### config.mk
export PLATFORM = sky130hd
export DESIGN_NAME = exchange_instr_table_translate_instr_exec
export DESIGN_NICKNAME = d
export VERILOG_FILES = /design/src/inc/exchange_instr_table_translate_instr_pkg.sv /design/src/core/exchange_instr_regfile.sv /design/src/core/exchange_instr_table_translate_instr_exec.sv
export SDC_FILE = /design/constraint.sdc
export NUM_CORES = 1
export LEC_CHECK = 0
export CORE_MARGIN = 5
export CORE_UTILIZATION = 40
export DETAILED_ROUTE_END_ITERATION = 8
export DONT_BUFFER_PORTS = 1
export PLACE_DENSITY = 0.56
export SYNTH_ARGS = -nofsm -noshare
export SYNTH_HDL_FRONTEND = slang
export SYNTH_SLANG_ARGS = --single-unit
### constraint.sdc
create_clock -name i_mclk -period 4 [get_ports i_mclk]
set_input_delay 0.4 -clock i_mclk [delete_from_list [all_inputs] [get_ports i_mclk]]
set_output_delay 0.4 -clock i_mclk [all_outputs]
set_load 0.02 [all_outputs]
### src/inc/exchange_instr_table_translate_instr_pkg.sv
// constants and types for the exchange / translate / wait execution unit
// assumes a single core clock; no surrounding package dependencies
package exchange_instr_table_translate_instr_pkg;
    localparam logic [7:0] OP_WAIT      = 8'h9b;
    localparam logic [4:0] OP_EXCHANGE_INSTR_ACC  = 5'h12;   // 0x90..0x97 upper five bits
    localparam logic [7:0] OP_EXCHANGE_INSTR_B    = 8'h86;
    localparam logic [7:0] OP_EXCHANGE_INSTR_W    = 8'h87;
    localparam logic [7:0] OP_TABLE_TRANSLATE_INSTR      = 8'hd7;
    localparam logic [1:0] MOD_REG      = 2'h3;
    localparam logic [15:0] IDX_MASK    = 16'h00ff;
    localparam logic [2:0] REG_AX       = 3'h0;
    localparam logic [2:0] REG_BX       = 3'h3;
    localparam logic [4:0] CLK_NOP      = 5'h01;
    localparam logic [4:0] CLK_XACC     = 5'h03;
    localparam logic [4:0] CLK_XREG     = 5'h04;
    localparam logic [4:0] CLK_XMEM     = 5'h11;
    localparam logic [4:0] CLK_XMEM_W8  = 5'h15;
    localparam logic [4:0] CLK_XLAT16   = 5'h0b;
    localparam logic [4:0] CLK_XLAT8    = 5'h0f;
    localparam logic [1:0] SEG_DS       = 2'h3;

    typedef enum logic [2:0] {
        ST_IDLE  = 3'b000,
        ST_RD    = 3'b001,
        ST_WR    = 3'b010,
        ST_WAITC = 3'b011,
        ST_DONE  = 3'b100
    } exec_state_t;

    typedef enum logic [2:0] {
        K_NONE   = 3'b000,
        K_NOP    = 3'b001,
        K_XACC   = 3'b010,
        K_XREG   = 3'b011,
        K_XMEM   = 3'b100,
        K_TABLE_TRANSLATE_INSTR   = 3'b101
    } instr_kind_t;
endpackage

### src/core/exchange_instr_regfile.sv
// general register file: eight 16-bit words, read and written only as whole words
// assumes one core clock, two write ports that never collide on one register
`timescale 1ns/1ns
module exchange_instr_regfile (
    // clock and reset
    input  wire logic        i_mclk,
    input  wire logic        i_rst_n,
    // read ports
    input  wire logic [2:0]  i_ra,
    input  wire logic [2:0]  i_rb,
    output logic      [15:0] o_da,
    output logic      [15:0] o_db,
    // write ports
    input  wire logic        i_wea,
    input  wire logic [2:0]  i_wa,
    input  wire logic [15:0] i_wda,
    input  wire logic        i_web,
    input  wire logic [2:0]  i_wb,
    input  wire logic [15:0] i_wdb
);
    logic [15:0] regs_q [8];

    assign o_da = regs_q[i_ra];
    assign o_db = regs_q[i_rb];

    genvar g;
    generate
        for (g = 0; g < 8; g++) begin : g_reg
            always_ff @(posedge i_mclk or negedge i_rst_n) begin
                if (!i_rst_n) begin
                    regs_q[g] <= 16'h0000;
                end else if (i_wea && i_wa == 3'(g)) begin
                    regs_q[g] <= i_wda;
                end else if (i_web && i_wb == 3'(g)) begin
                    regs_q[g] <= i_wdb;
                end
            end
        end
    endgenerate
endmodule

### src/core/exchange_instr_table_translate_instr_exec.sv
// execution unit for the wait, exchange and table translate instructions
// assumes a decoded opcode/modrm/effective address from the front end and a
// memory port that answers each read or write with a one-cycle ack
`timescale 1ns/1ns
module exchange_instr_table_translate_instr_exec
    import exchange_instr_table_translate_instr_pkg::*;
#(
    parameter bit BUS8 = 1'b0
) (
    // clock and reset
    input  wire logic        i_mclk,
    input  wire logic        i_rst_n,
    // instruction issue
    input  wire logic        i_issue,
    input  wire logic [7:0]  i_opcode,
    input  wire logic [7:0]  i_modrm,
    input  wire logic [15:0] i_ea,
    input  wire logic        i_seg_ovr,
    input  wire logic [1:0]  i_seg_sel,
    output logic             o_busy,
    output logic             o_done,
    output logic             o_illegal,
    // memory port
    output logic             o_mem_req,
    output logic             o_mem_we,
    output logic             o_mem_word,
    output logic      [1:0]  o_mem_seg,
    output logic      [15:0] o_mem_addr,
    output logic      [15:0] o_mem_wdata,
    input  wire logic        i_mem_ack,
    input  wire logic [15:0] i_mem_rdata,
    // status flags, passed through untouched
    input  wire logic [15:0] i_flags,
    output logic      [15:0] o_flags
);
    import exchange_instr_table_translate_instr_pkg::*;

    exec_state_t state_q, state_d;
    instr_kind_t kind_q;
    logic [4:0]  cnt_q;
    logic [4:0]  need_q;
    logic        word_q;
    logic [2:0]  rega_q, regb_q;
    logic        hia_q, hib_q;
    logic [15:0] addr_q;
    logic [1:0]  seg_q;
    logic [15:0] rdata_q;
    logic        req_q, we_q;
    logic [15:0] wdata_q;
    logic        done_q;

    // decode
    wire [1:0]  dec_mod   = i_modrm[7:6];
    wire [2:0]  dec_reg   = i_modrm[5:3];
    wire [2:0]  dec_rm    = i_modrm[2:0];
    wire        is_wait   = i_opcode == OP_WAIT;
    wire        is_xacc   = i_opcode[7:3] == OP_EXCHANGE_INSTR_ACC && i_opcode != 8'h90;
    wire        is_nopx   = i_opcode == 8'h90;
    wire        is_xrm    = i_opcode == OP_EXCHANGE_INSTR_B || i_opcode == OP_EXCHANGE_INSTR_W;
    wire        is_table_translate_instr   = i_opcode == OP_TABLE_TRANSLATE_INSTR;
    wire        dec_word  = i_opcode[0] | is_xacc;
    wire        rm_is_reg = dec_mod == MOD_REG;
    wire        known     = is_wait | is_xacc | is_nopx | is_xrm | is_table_translate_instr;

    function automatic logic [2:0] breg(input logic [2:0] c);
        breg = {1'b0, c[1:0]};
    endfunction

    instr_kind_t dec_kind;
    logic [4:0]  dec_need;
    always_comb begin
        dec_kind = K_NONE;
        dec_need = CLK_NOP;
        if (is_wait || is_nopx) begin
            dec_kind = K_NOP;
            dec_need = is_nopx ? CLK_XACC : CLK_NOP;
        end else if (is_xacc) begin
            dec_kind = K_XACC;
            dec_need = CLK_XACC;
        end else if (is_xrm && rm_is_reg) begin
            dec_kind = K_XREG;
            dec_need = CLK_XREG;
        end else if (is_xrm) begin
            dec_kind = K_XMEM;
            dec_need = (BUS8 && dec_word) ? CLK_XMEM_W8 : CLK_XMEM;
        end else if (is_table_translate_instr) begin
            dec_kind = K_TABLE_TRANSLATE_INSTR;
            dec_need = BUS8 ? CLK_XLAT8 : CLK_XLAT16;
        end
    end

    // register file access
    logic [15:0] da, db;
    wire [7:0]  byte_a  = hia_q ? da[15:8] : da[7:0];
    wire [7:0]  byte_b  = hib_q ? db[15:8] : db[7:0];
    // long memory waits end the count at once instead of wrapping it
    wire        last    = cnt_q >= need_q;
    wire        fin     = state_q == ST_WAITC && last;
    wire        sw_reg  = fin && (kind_q == K_XACC || kind_q == K_XREG);
    wire        sw_mem  = fin && kind_q == K_XMEM;
    wire        ld_table_translate_instr = fin && kind_q == K_TABLE_TRANSLATE_INSTR;

    // original values are read before either write lands
    wire        same_wd = rega_q == regb_q;
    wire        from_m  = kind_q == K_XMEM;
    wire [7:0]  src_b   = from_m ? rdata_q[7:0] : byte_b;
    wire [15:0] new_a_b = hia_q ? {src_b, da[7:0]} : {da[15:8], src_b};
    // both halves of one register: a single write carries the whole swap
    wire [15:0] same_b  = (hia_q == hib_q) ? da : {da[7:0], da[15:8]};
    wire [15:0] new_a   = word_q ? (from_m ? rdata_q : db)
                        : ((sw_reg && same_wd) ? same_b : new_a_b);
    wire [15:0] new_b   = word_q ? da
                        : (hib_q ? {byte_a, db[7:0]} : {db[15:8], byte_a});
    wire        wea     = sw_reg | sw_mem | ld_table_translate_instr;
    wire [15:0] wda     = ld_table_translate_instr ? {da[15:8], rdata_q[7:0]} : new_a;
    wire        web     = sw_reg && !same_wd;

    exchange_instr_regfile u_rf (
        .i_mclk  (i_mclk),
        .i_rst_n (i_rst_n),
        .i_ra    (rega_q),
        .i_rb    (regb_q),
        .o_da    (da),
        .o_db    (db),
        .i_wea   (wea),
        .i_wa    (rega_q),
        .i_wda   (wda),
        .i_web   (web),
        .i_wb    (regb_q),
        .i_wdb   (new_b)
    );

    // table_translate_instr offset: base register plus zero-extended low byte
    wire [15:0] table_translate_instr_off = db + (da & IDX_MASK);

    // sequencing
    always_comb begin
        state_d = state_q;
        case (state_q)
            ST_IDLE:  if (i_issue && known) begin
                          state_d = (dec_kind == K_XMEM || dec_kind == K_TABLE_TRANSLATE_INSTR) ? ST_RD
                                  : ST_WAITC;
                      end
            ST_RD:    if (i_mem_ack) begin
                          state_d = kind_q == K_XMEM ? ST_WR : ST_WAITC;
                      end
            ST_WR:    if (i_mem_ack) begin
                          state_d = ST_WAITC;
                      end
            ST_WAITC: if (last) begin
                          state_d = ST_IDLE;
                      end
            default:  state_d = ST_IDLE;
        endcase
    end

    always_ff @(posedge i_mclk or negedge i_rst_n) begin
        if (!i_rst_n) begin
            state_q <= ST_IDLE;
            cnt_q   <= 5'h00;
        end else begin
            state_q <= state_d;
            cnt_q   <= (state_q == ST_IDLE) ? 5'h01
                     : (cnt_q == 5'h1f) ? cnt_q : cnt_q + 5'h01;
        end
    end

    always_ff @(posedge i_mclk or negedge i_rst_n) begin
        if (!i_rst_n) begin
            kind_q <= K_NONE;
            need_q <= CLK_NOP;
            word_q <= 1'b0;
            rega_q <= REG_AX;
            regb_q <= REG_AX;
            hia_q  <= 1'b0;
            hib_q  <= 1'b0;
            addr_q <= 16'h0000;
            seg_q  <= SEG_DS;
        end else if (state_q == ST_IDLE && i_issue && known) begin
            kind_q <= dec_kind;
            need_q <= dec_need;
            word_q <= dec_word;
            hia_q  <= ~dec_word & dec_reg[2];
            hib_q  <= ~dec_word & dec_rm[2];
            rega_q <= is_xacc ? REG_AX : (is_table_translate_instr ? REG_AX
                    : (dec_word ? dec_reg : breg(dec_reg)));
            regb_q <= is_xacc ? i_opcode[2:0] : (is_table_translate_instr ? REG_BX
                    : (dec_word ? dec_rm : breg(dec_rm)));
            addr_q <= i_ea;
            seg_q  <= (is_table_translate_instr && !i_seg_ovr) ? SEG_DS : i_seg_sel;
        end else if (state_q == ST_RD && kind_q == K_TABLE_TRANSLATE_INSTR && cnt_q == 5'h01) begin
            addr_q <= table_translate_instr_off;
        end
    end

    // memory port
    always_ff @(posedge i_mclk or negedge i_rst_n) begin
        if (!i_rst_n) begin
            req_q   <= 1'b0;
            we_q    <= 1'b0;
            wdata_q <= 16'h0000;
            rdata_q <= 16'h0000;
            done_q  <= 1'b0;
        end else begin
            req_q   <= state_d == ST_RD || state_d == ST_WR;
            we_q    <= state_d == ST_WR;
            done_q  <= fin;
            if (state_q == ST_RD && i_mem_ack) begin
                rdata_q <= i_mem_rdata;
                wdata_q <= word_q ? da : {8'h00, byte_a};
            end
        end
    end

    assign o_mem_req   = req_q && !(state_q == ST_RD && kind_q == K_TABLE_TRANSLATE_INSTR && cnt_q == 5'h01);
    assign o_mem_we    = we_q;
    assign o_mem_word  = word_q;
    assign o_mem_seg   = seg_q;
    assign o_mem_addr  = addr_q;
    assign o_mem_wdata = wdata_q;
    assign o_busy      = state_q != ST_IDLE;
    assign o_done      = done_q;
    assign o_illegal   = i_issue && state_q == ST_IDLE && !known;
    assign o_flags     = i_flags;
endmodule

==> results.yml, run 1 <==
floorplan:
  ios: 127
  die_w_um: 195
  initial_core_util: 0.406
  die_height_um: 195
  coreArea_mm2: 0.0336
  fp-row-count: 67
  dieArea_mm2: 0.0379
logic_synthesis:
  synth_top_cells_by_area: "dfrtp_1, mux2_2, nand2_1"
  syn-num-nets: 1555
  synthCells: 1467
  ys_seq_elements: 206
  yosysSeqAreaShare: 0.378
  yosys.area.top_type_share: 0.373
  ys_types: 97
  synth_area_per_cell_um2: 9.29
  postSynth.asyncResetShare: 1.00
  synth-edff-count: 0
  yosys_warnings: 0
  synth_flop_cell: "dfrtp_1"
  yosys-top-cells-count: "dfrtp_1, nand2_1, nor2_1"
  synth_most_common_cell: "dfrtp_1"
  syn_area_mm2: 0.0136
  synth_top_area_cell: "dfrtp_1"
global_routing:
  overflow: 0
  grt_max_degree: 207
  grt.total_usage: 0.316
  antenna_found_initial: 1
  grt_pass1_vias: 13200
  grt_pass1_wl_mm: 90.8
cells_and_area:
  fin_nets: 1638
  final_cells: 2016
  drive_above_1_share: 0.206
  diodes: 0
  syn_to_final_growth_pct: 15.4
  fin_util: 0.468
power:
  combinationalPowerShare: 0.437
  p_per_area_mw_per_mm2: 552
  pwr-share-seq: 0.295
  power.switching_mw: 3.79
  swShare: 0.437
  internal-power_mw: 4.89
  power.total_mw: 8.68
  p_leak_nw: 6.69
  p_clk_frac: 0.267
  ir_worst_vdd_mv: 0.448
placement:
  gp_congestion: 1.04
  numPortBuffers: 0
  dp.cells: 1939
  dp_hpwl_mm: 44.9
worst_setup_path:
  cp_top_family: "compound AO/OA/AOI/OAI gates"
  path_cells: "buf_6 > mux4_2 > mux2i_1 > inv_1 > ha_1 > a21oi_1 > o21ai_0 > o31ai_1 > a21oi_1 > nand3_1 > xor2_1 > mux2i_1 > o21ai_0"
  cp-start-kind: "flop"
  cp_max_fo: 31
  cpPeakStageDelay_ps: 600
  path_class: "reg -> reg"
  cp_data_required_time_ps: 4460
  crit_slowest_cell: "dfrtp_2"
  timing.critical_path.buf_inv: 2
  cp.arrival_ps: 4210
  endpoint_kind: "flop"
clocking:
  cts_tree: "yes"
  cts_inserted_buffers: 25
  clock_latency_ps: 550
  cts_root_buffer: "clkbuf_16"
  cts_hold_buf: 32
  clkSlewWorstSetupHoldPaths_ps: 60
  cts_max_path_buffers: 3
  cts_max_level: 1
  cts.sinks: 206
outcome:
  violations: "hold timing"
  status: "finished with violations"
drt:
  ant_nets: 0
  wl_per_cell_um: 30.6
  drc: 0
  first_pass_iters: 8
  vias: 13500
  drt_iter0_drc: 1783
  wl_mm: 61.7
  viasPerCell: 6.72
timing:
  period_share: 0.937
  timing.fmax_mhz: 267
  max_slew_margin: 0.299
  holdWs_ps: -445
  rsz0062_at_grt: "no"
  fin_crit_ps: 3750
  hold_viol_final: 206
  maxSlewViolCount: 0
  clock_skew_ps: 14.6
  finalSetupViolCount: 0
  worstMarginPinSlew_ps: 1050
  fin_setup_tns_ps: 0
hold_path:
  hold_class: "in -> async"
job:
  max_cap_violations: 0
-- logic make-up after synthesis --
family                     after synthesis  share of synthesized area
DFF                                    206                      0.378
xor gates and xnor gates                17                     0.0115
and+or+nand+nor                        437                      0.151
AOI/OAI and AO/OA                      527                      0.280
other                                    1                   0.000275
adders and majority gates               17                     0.0161
muxes                                  123                      0.108
buffers and inverters                  139                     0.0552
-- repair_timing --
action	CTS	global route
hold endpoints to repair	238	206
setup buffers	0	0
resized for setup	0	2
setup endpoints to repair	0	1
-- worst reg2reg max path, stage by stage (launching register included) --
cell	delay (ps)
dfrtp_2	600
buf_6	360
mux4_2	360
mux2i_1	370
inv_1	130
ha_1	310
a21oi_1	200
o21ai_0	180
o31ai_1	380
a21oi_1	200
nand3_1	150
xor2_1	180
mux2i_1	80
o21ai_0	150
-- metal layers --
metal,vias to the layer above,GRT usage,share of wire
met4,2,0.115,0.047
met5,-,0,0.00042
met2,916,0.475,0.43
li1,5787,-,-
met1,6657,0.435,0.41
met3,177,0.0904,0.11
-- flip-flops by register name, indices dropped and copies added, names as in the netlist, 5 cells and up --
signal / cells
o_mem_wdata: 16
cnt_q: 5
rdata_q: 16
need_q: 5
u_rf.regs_q: 128
o_mem_addr: 16
-- power by group through the flow --
stage	Combinational, mW	Clock, mW	Sequential, mW
finish	3.80	2.32	2.56
global route	3.96	2.44	2.59
CTS	3.65	2.36	2.56
detailed placement	3.62	0	2.59
global placement	3.62	0	2.59
floorplan	2.28	0	2.48
-- layout make-up --
| class | count | area (um^2) |
|---|---|---|
| repair buffers | 167 | 1340 |
| inverters | 28 | 105 |
| multi-input cells | 1122 | 7740 |
| clock inverters | 14 | 139 |
| well taps | 448 | 561 |
| fillers | 3265 | 17900 |
| clock buffers | 31 | 688 |
| flip-flops and latches | 206 | 5160 |
-- final timing paths --
check	from	endpoint	cells after the start	slack [ps]
min in group i_mclk	i_seg_sel[0]	o_mem_seg[0]	2	20
worst min-delay path	i_rst_n	u_rf.regs_q[88]	0	-440
worst max register to register	regb_q[1]	o_mem_addr[13]	13	250
worst min register to register	need_q[1]	need_q[1]	2	510
max in group asynchronous	i_rst_n	rdata_q[4]	0	4120
worst max-delay path	regb_q[1]	o_mem_addr[13]	13	250
-- placed cells by master (no fill, tap or decap), drive strengths merged, types with 11 or more instances in the layout --
| cell | synthesis | final |
|---|---|---|
| a211oi | 19 | 19 |
| dfrtp | 203 | 203 |
| o32ai | 15 | 15 |
| o22ai | 86 | 86 |
| mux4 | 12 | 12 |
| mux2 | 71 | 71 |
| a221oi | 38 | 38 |
| nand2b | 13 | 13 |
| nor2b | 21 | 21 |
| nor2 | 103 | 103 |
| nand4 | 15 | 15 |
| nand3 | 30 | 30 |
| mux2i | 40 | 40 |
| clkbuf | 47 | 31 |
| dlygate4sd3 | 0 | 32 |
| a21oi | 101 | 101 |
| a221o | 18 | 18 |
| o21ai | 95 | 95 |
| nand2 | 167 | 167 |
| nor3 | 28 | 28 |
| a22oi | 26 | 26 |
| o31ai | 12 | 12 |
| clkinv | 3 | 12 |
| inv | 25 | 25 |
| buf | 64 | 135 |
| ha | 16 | 16 |
| and3 | 11 | 11 |
| o221a | 19 | 19 |
| o221ai | 14 | 14 |
-- metrics by stage --
stage | hold WS [ps] | cell area (um^2) | setup WS (ps)
CTS | -459 | 15700 | 202
global route | -460 | 15700 | 75.8
floorplan | 104 | 13600 | 559
detailed placement | 123 | 14600 | 283
global placement | 122 | 14600 | 344
finish | -445 | 15700 | 251
Note: power is estimated with default switching activity, not from simulation.
==> run 2: changes to the inputs <==
--- a/config.mk
+++ b/config.mk
@@ -7,6 +7,7 @@
 export LEC_CHECK = 0
 export CORE_MARGIN = 5
 export CORE_UTILIZATION = 40
+export CTS_BUF_LIST = sky130_fd_sc_hd__clkbuf_4
 export DETAILED_ROUTE_END_ITERATION = 8
 export DONT_BUFFER_PORTS = 1
 export PLACE_DENSITY = 0.56
==> run 2 against run 1 <==
  * The flow still finishes with violations (hold timing)
  * Critical path depth increased by 1
  * Sequential share of layout area shrank 0.37 points
  * Worst setup slack better by 24 ps
  * Sequential cell count unchanged
  * Critical endpoint is now o_mem_addr[14]
  * Clock power fell by 12%
  * Die area unchanged
  * Global-route usage grew 0.69 points
  * First-iteration DRC count is 0.84% lower
  * Power is 2.6% lower
==> results.yml, run 2 (same netlist as run 1, synthesis figures left out) <==
drt:
  ant_nets: 0
  viasPerCell: 6.69
  wl_per_cell_um: 29.8
  drc: 0
  vias: 14100
  wl_mm: 62.8
  drt_iter0_drc: 1768
  first_pass_iters: 7
cells_and_area:
  largest-register: "u_rf.regs_q"
  seqCellArea_mm2: 0.00516
  drive_above_1_share: 0.226
  syn_to_final_growth_pct: 16.7
  multi_input_area_mm2: 0.00774
  largest_register_ffs: 128
  fin_util: 0.473
  final_cell_mix: "dfrtp_1, nand2_1, buf_4"
  final_common_cell: "dfrtp_1"
  fill_cells: 3267
  fin_nets: 1696
worst_setup_path:
  cp_top_family: "compound AO/OA/AOI/OAI gates"
  path_cells: "buf_4 > mux2_2 > o22ai_1 > a222oi_1 > buf_4 > ha_1 > nor2b_1 > o21ai_0 > a21boi_0 > o21ai_0 > a21oi_1 > nor3b_1 > nor3b_1 > a211o_1"
  timing.critical_path.buf_inv: 2
  cp-start-kind: "flop"
  path_class: "reg -> reg"
  cp_data_required_time_ps: 4680
  cp_max_fo: 16
  endpoint_kind: "flop"
  cpPeakStageDelay_ps: 600
  crit_slowest_cell: "dfrtp_2"
  cp.arrival_ps: 4410
timing:
  hold_viol_final: 206
  clock_skew_ps: 49.2
  max_slew_margin: 0.297
  rsz0062_at_grt: "no"
  fin_setup_tns_ps: 0
  period_share: 0.931
  timing.fmax_mhz: 268
  finalSetupViolCount: 0
  maxSlewViolCount: 0
  holdWs_ps: -716
  fin_crit_ps: 3730
  worstMarginPinSlew_ps: 1060
power:
  combinationalPowerShare: 0.454
  swShare: 0.456
  p_clk_frac: 0.243
  power.switching_mw: 3.85
  p_leak_nw: 6.84
  power.total_mw: 8.45
  p_per_area_mw_per_mm2: 531
  internal-power_mw: 4.60
  pwr-share-seq: 0.303
  ir_worst_vdd_mv: 0.324
clocking:
  cts_inserted_buffers: 59
  cts_hold_buf: 56
  cts_max_path_buffers: 3
  cts.sinks: 206
  cts_root_buffer: "clkbuf_4"
  cts_max_level: 2
  cts_tree: "yes"
  cts_setup_buffers: 0
  clock_latency_ps: 810
  clkSlewWorstSetupHoldPaths_ps: 80
hold_path:
  hold_class: "in -> async"
placement:
  numPortBuffers: 0
  dp_hpwl_mm: 44.9
  gp_congestion: 1.04
floorplan:
  dieArea_mm2: 0.0379
  coreArea_mm2: 0.0336
  die_w_um: 195
  fp-row-count: 67
  ios: 127
  die_height_um: 195
  initial_core_util: 0.406
global_routing:
  overflow: 0
  grt_pass1_vias: 13700
  grt.total_usage: 0.323
  grt_max_degree: 207
  antenna_found_initial: 2
  grt_pass1_wl_mm: 92.4
job:
  max_cap_violations: 0
outcome:
  status: "finished with violations"
  violations: "hold timing"
## run 2: timing repair
action                                 in CTS  in global routing
setup endpoints to repair                   0                  1
endpoints found under the hold margin     258                206
resized for setup                           0                  2
## run 2: metal layers
layer  vias to the layer above  track usage  wire length [um]
met1                      6919        0.433             25200
li1                       5957            -                 -
met3                       199        0.104              7390
met5                         -            0                 0
met2                      1017        0.481             27300
met4                         0        0.134              2910
## run 2: worst reg2reg max path, delay by kind of cell, from the launching register on
kind / cells / cell delay (ps)
DFF: 1 / 600
adders and majority gates: 1 / 350
buffers and inverters: 2 / 460
muxes: 1 / 370
and+or+nand+nor: 3 / 560
AOI/OAI and AO/OA: 7 / 1290
## run 2: worst paths after layout
path | from | endpoint | slack, ps | cells after the start
min | i_rst_n | o_mem_word | -720 | 0
max in group asynchronous | i_rst_n | rdata_q[15] | 4260 | 0
max | regb_q[1] | o_mem_addr[14] | 270 | 14
min in group i_mclk | i_issue | o_mem_word | 50 | 4
min reg2reg | rdata_q[14] | rdata_q[14] | 510 | 1
max reg2reg | regb_q[1] | o_mem_addr[14] | 270 | 14
## run 2: layout make-up
class / instances / area share
multi-input cells: 1122 / 0.486
flip-flops and latches: 206 / 0.325
repair buffers: 191 / 0.0992
clock buffers: 92 / 0.0434
well taps: 448 / 0.0352
inverters: 28 / 0.00661
clock inverters: 17 / 0.00417
diodes: 3 / 0.000472
## run 2: through the flow
stage | cell area [um^2] | std cells | setup WS, ps | hold WS [ps]
final | 15900 | 2107 | 275 | -716
after global routing | 15900 | 2107 | 84.5 | -780
after CTS | 15900 | 2104 | 194 | -758
after detailed placement | 14600 | 1939 | 283 | 123
after global placement | 14600 | 1939 | 344 | 122
after floorplan | 13600 | 1467 | 559 | 104
## run 2: power groups by stage
stage / logic [mW] / registers, mW / clock network, mW
floorplan: 2.28 / 2.48 / 0
global placement: 3.62 / 2.59 / 0
detailed placement: 3.62 / 2.59 / 0
CTS: 3.68 / 2.56 / 2.11
global route: 3.99 / 2.59 / 2.23
finish: 3.84 / 2.56 / 2.05
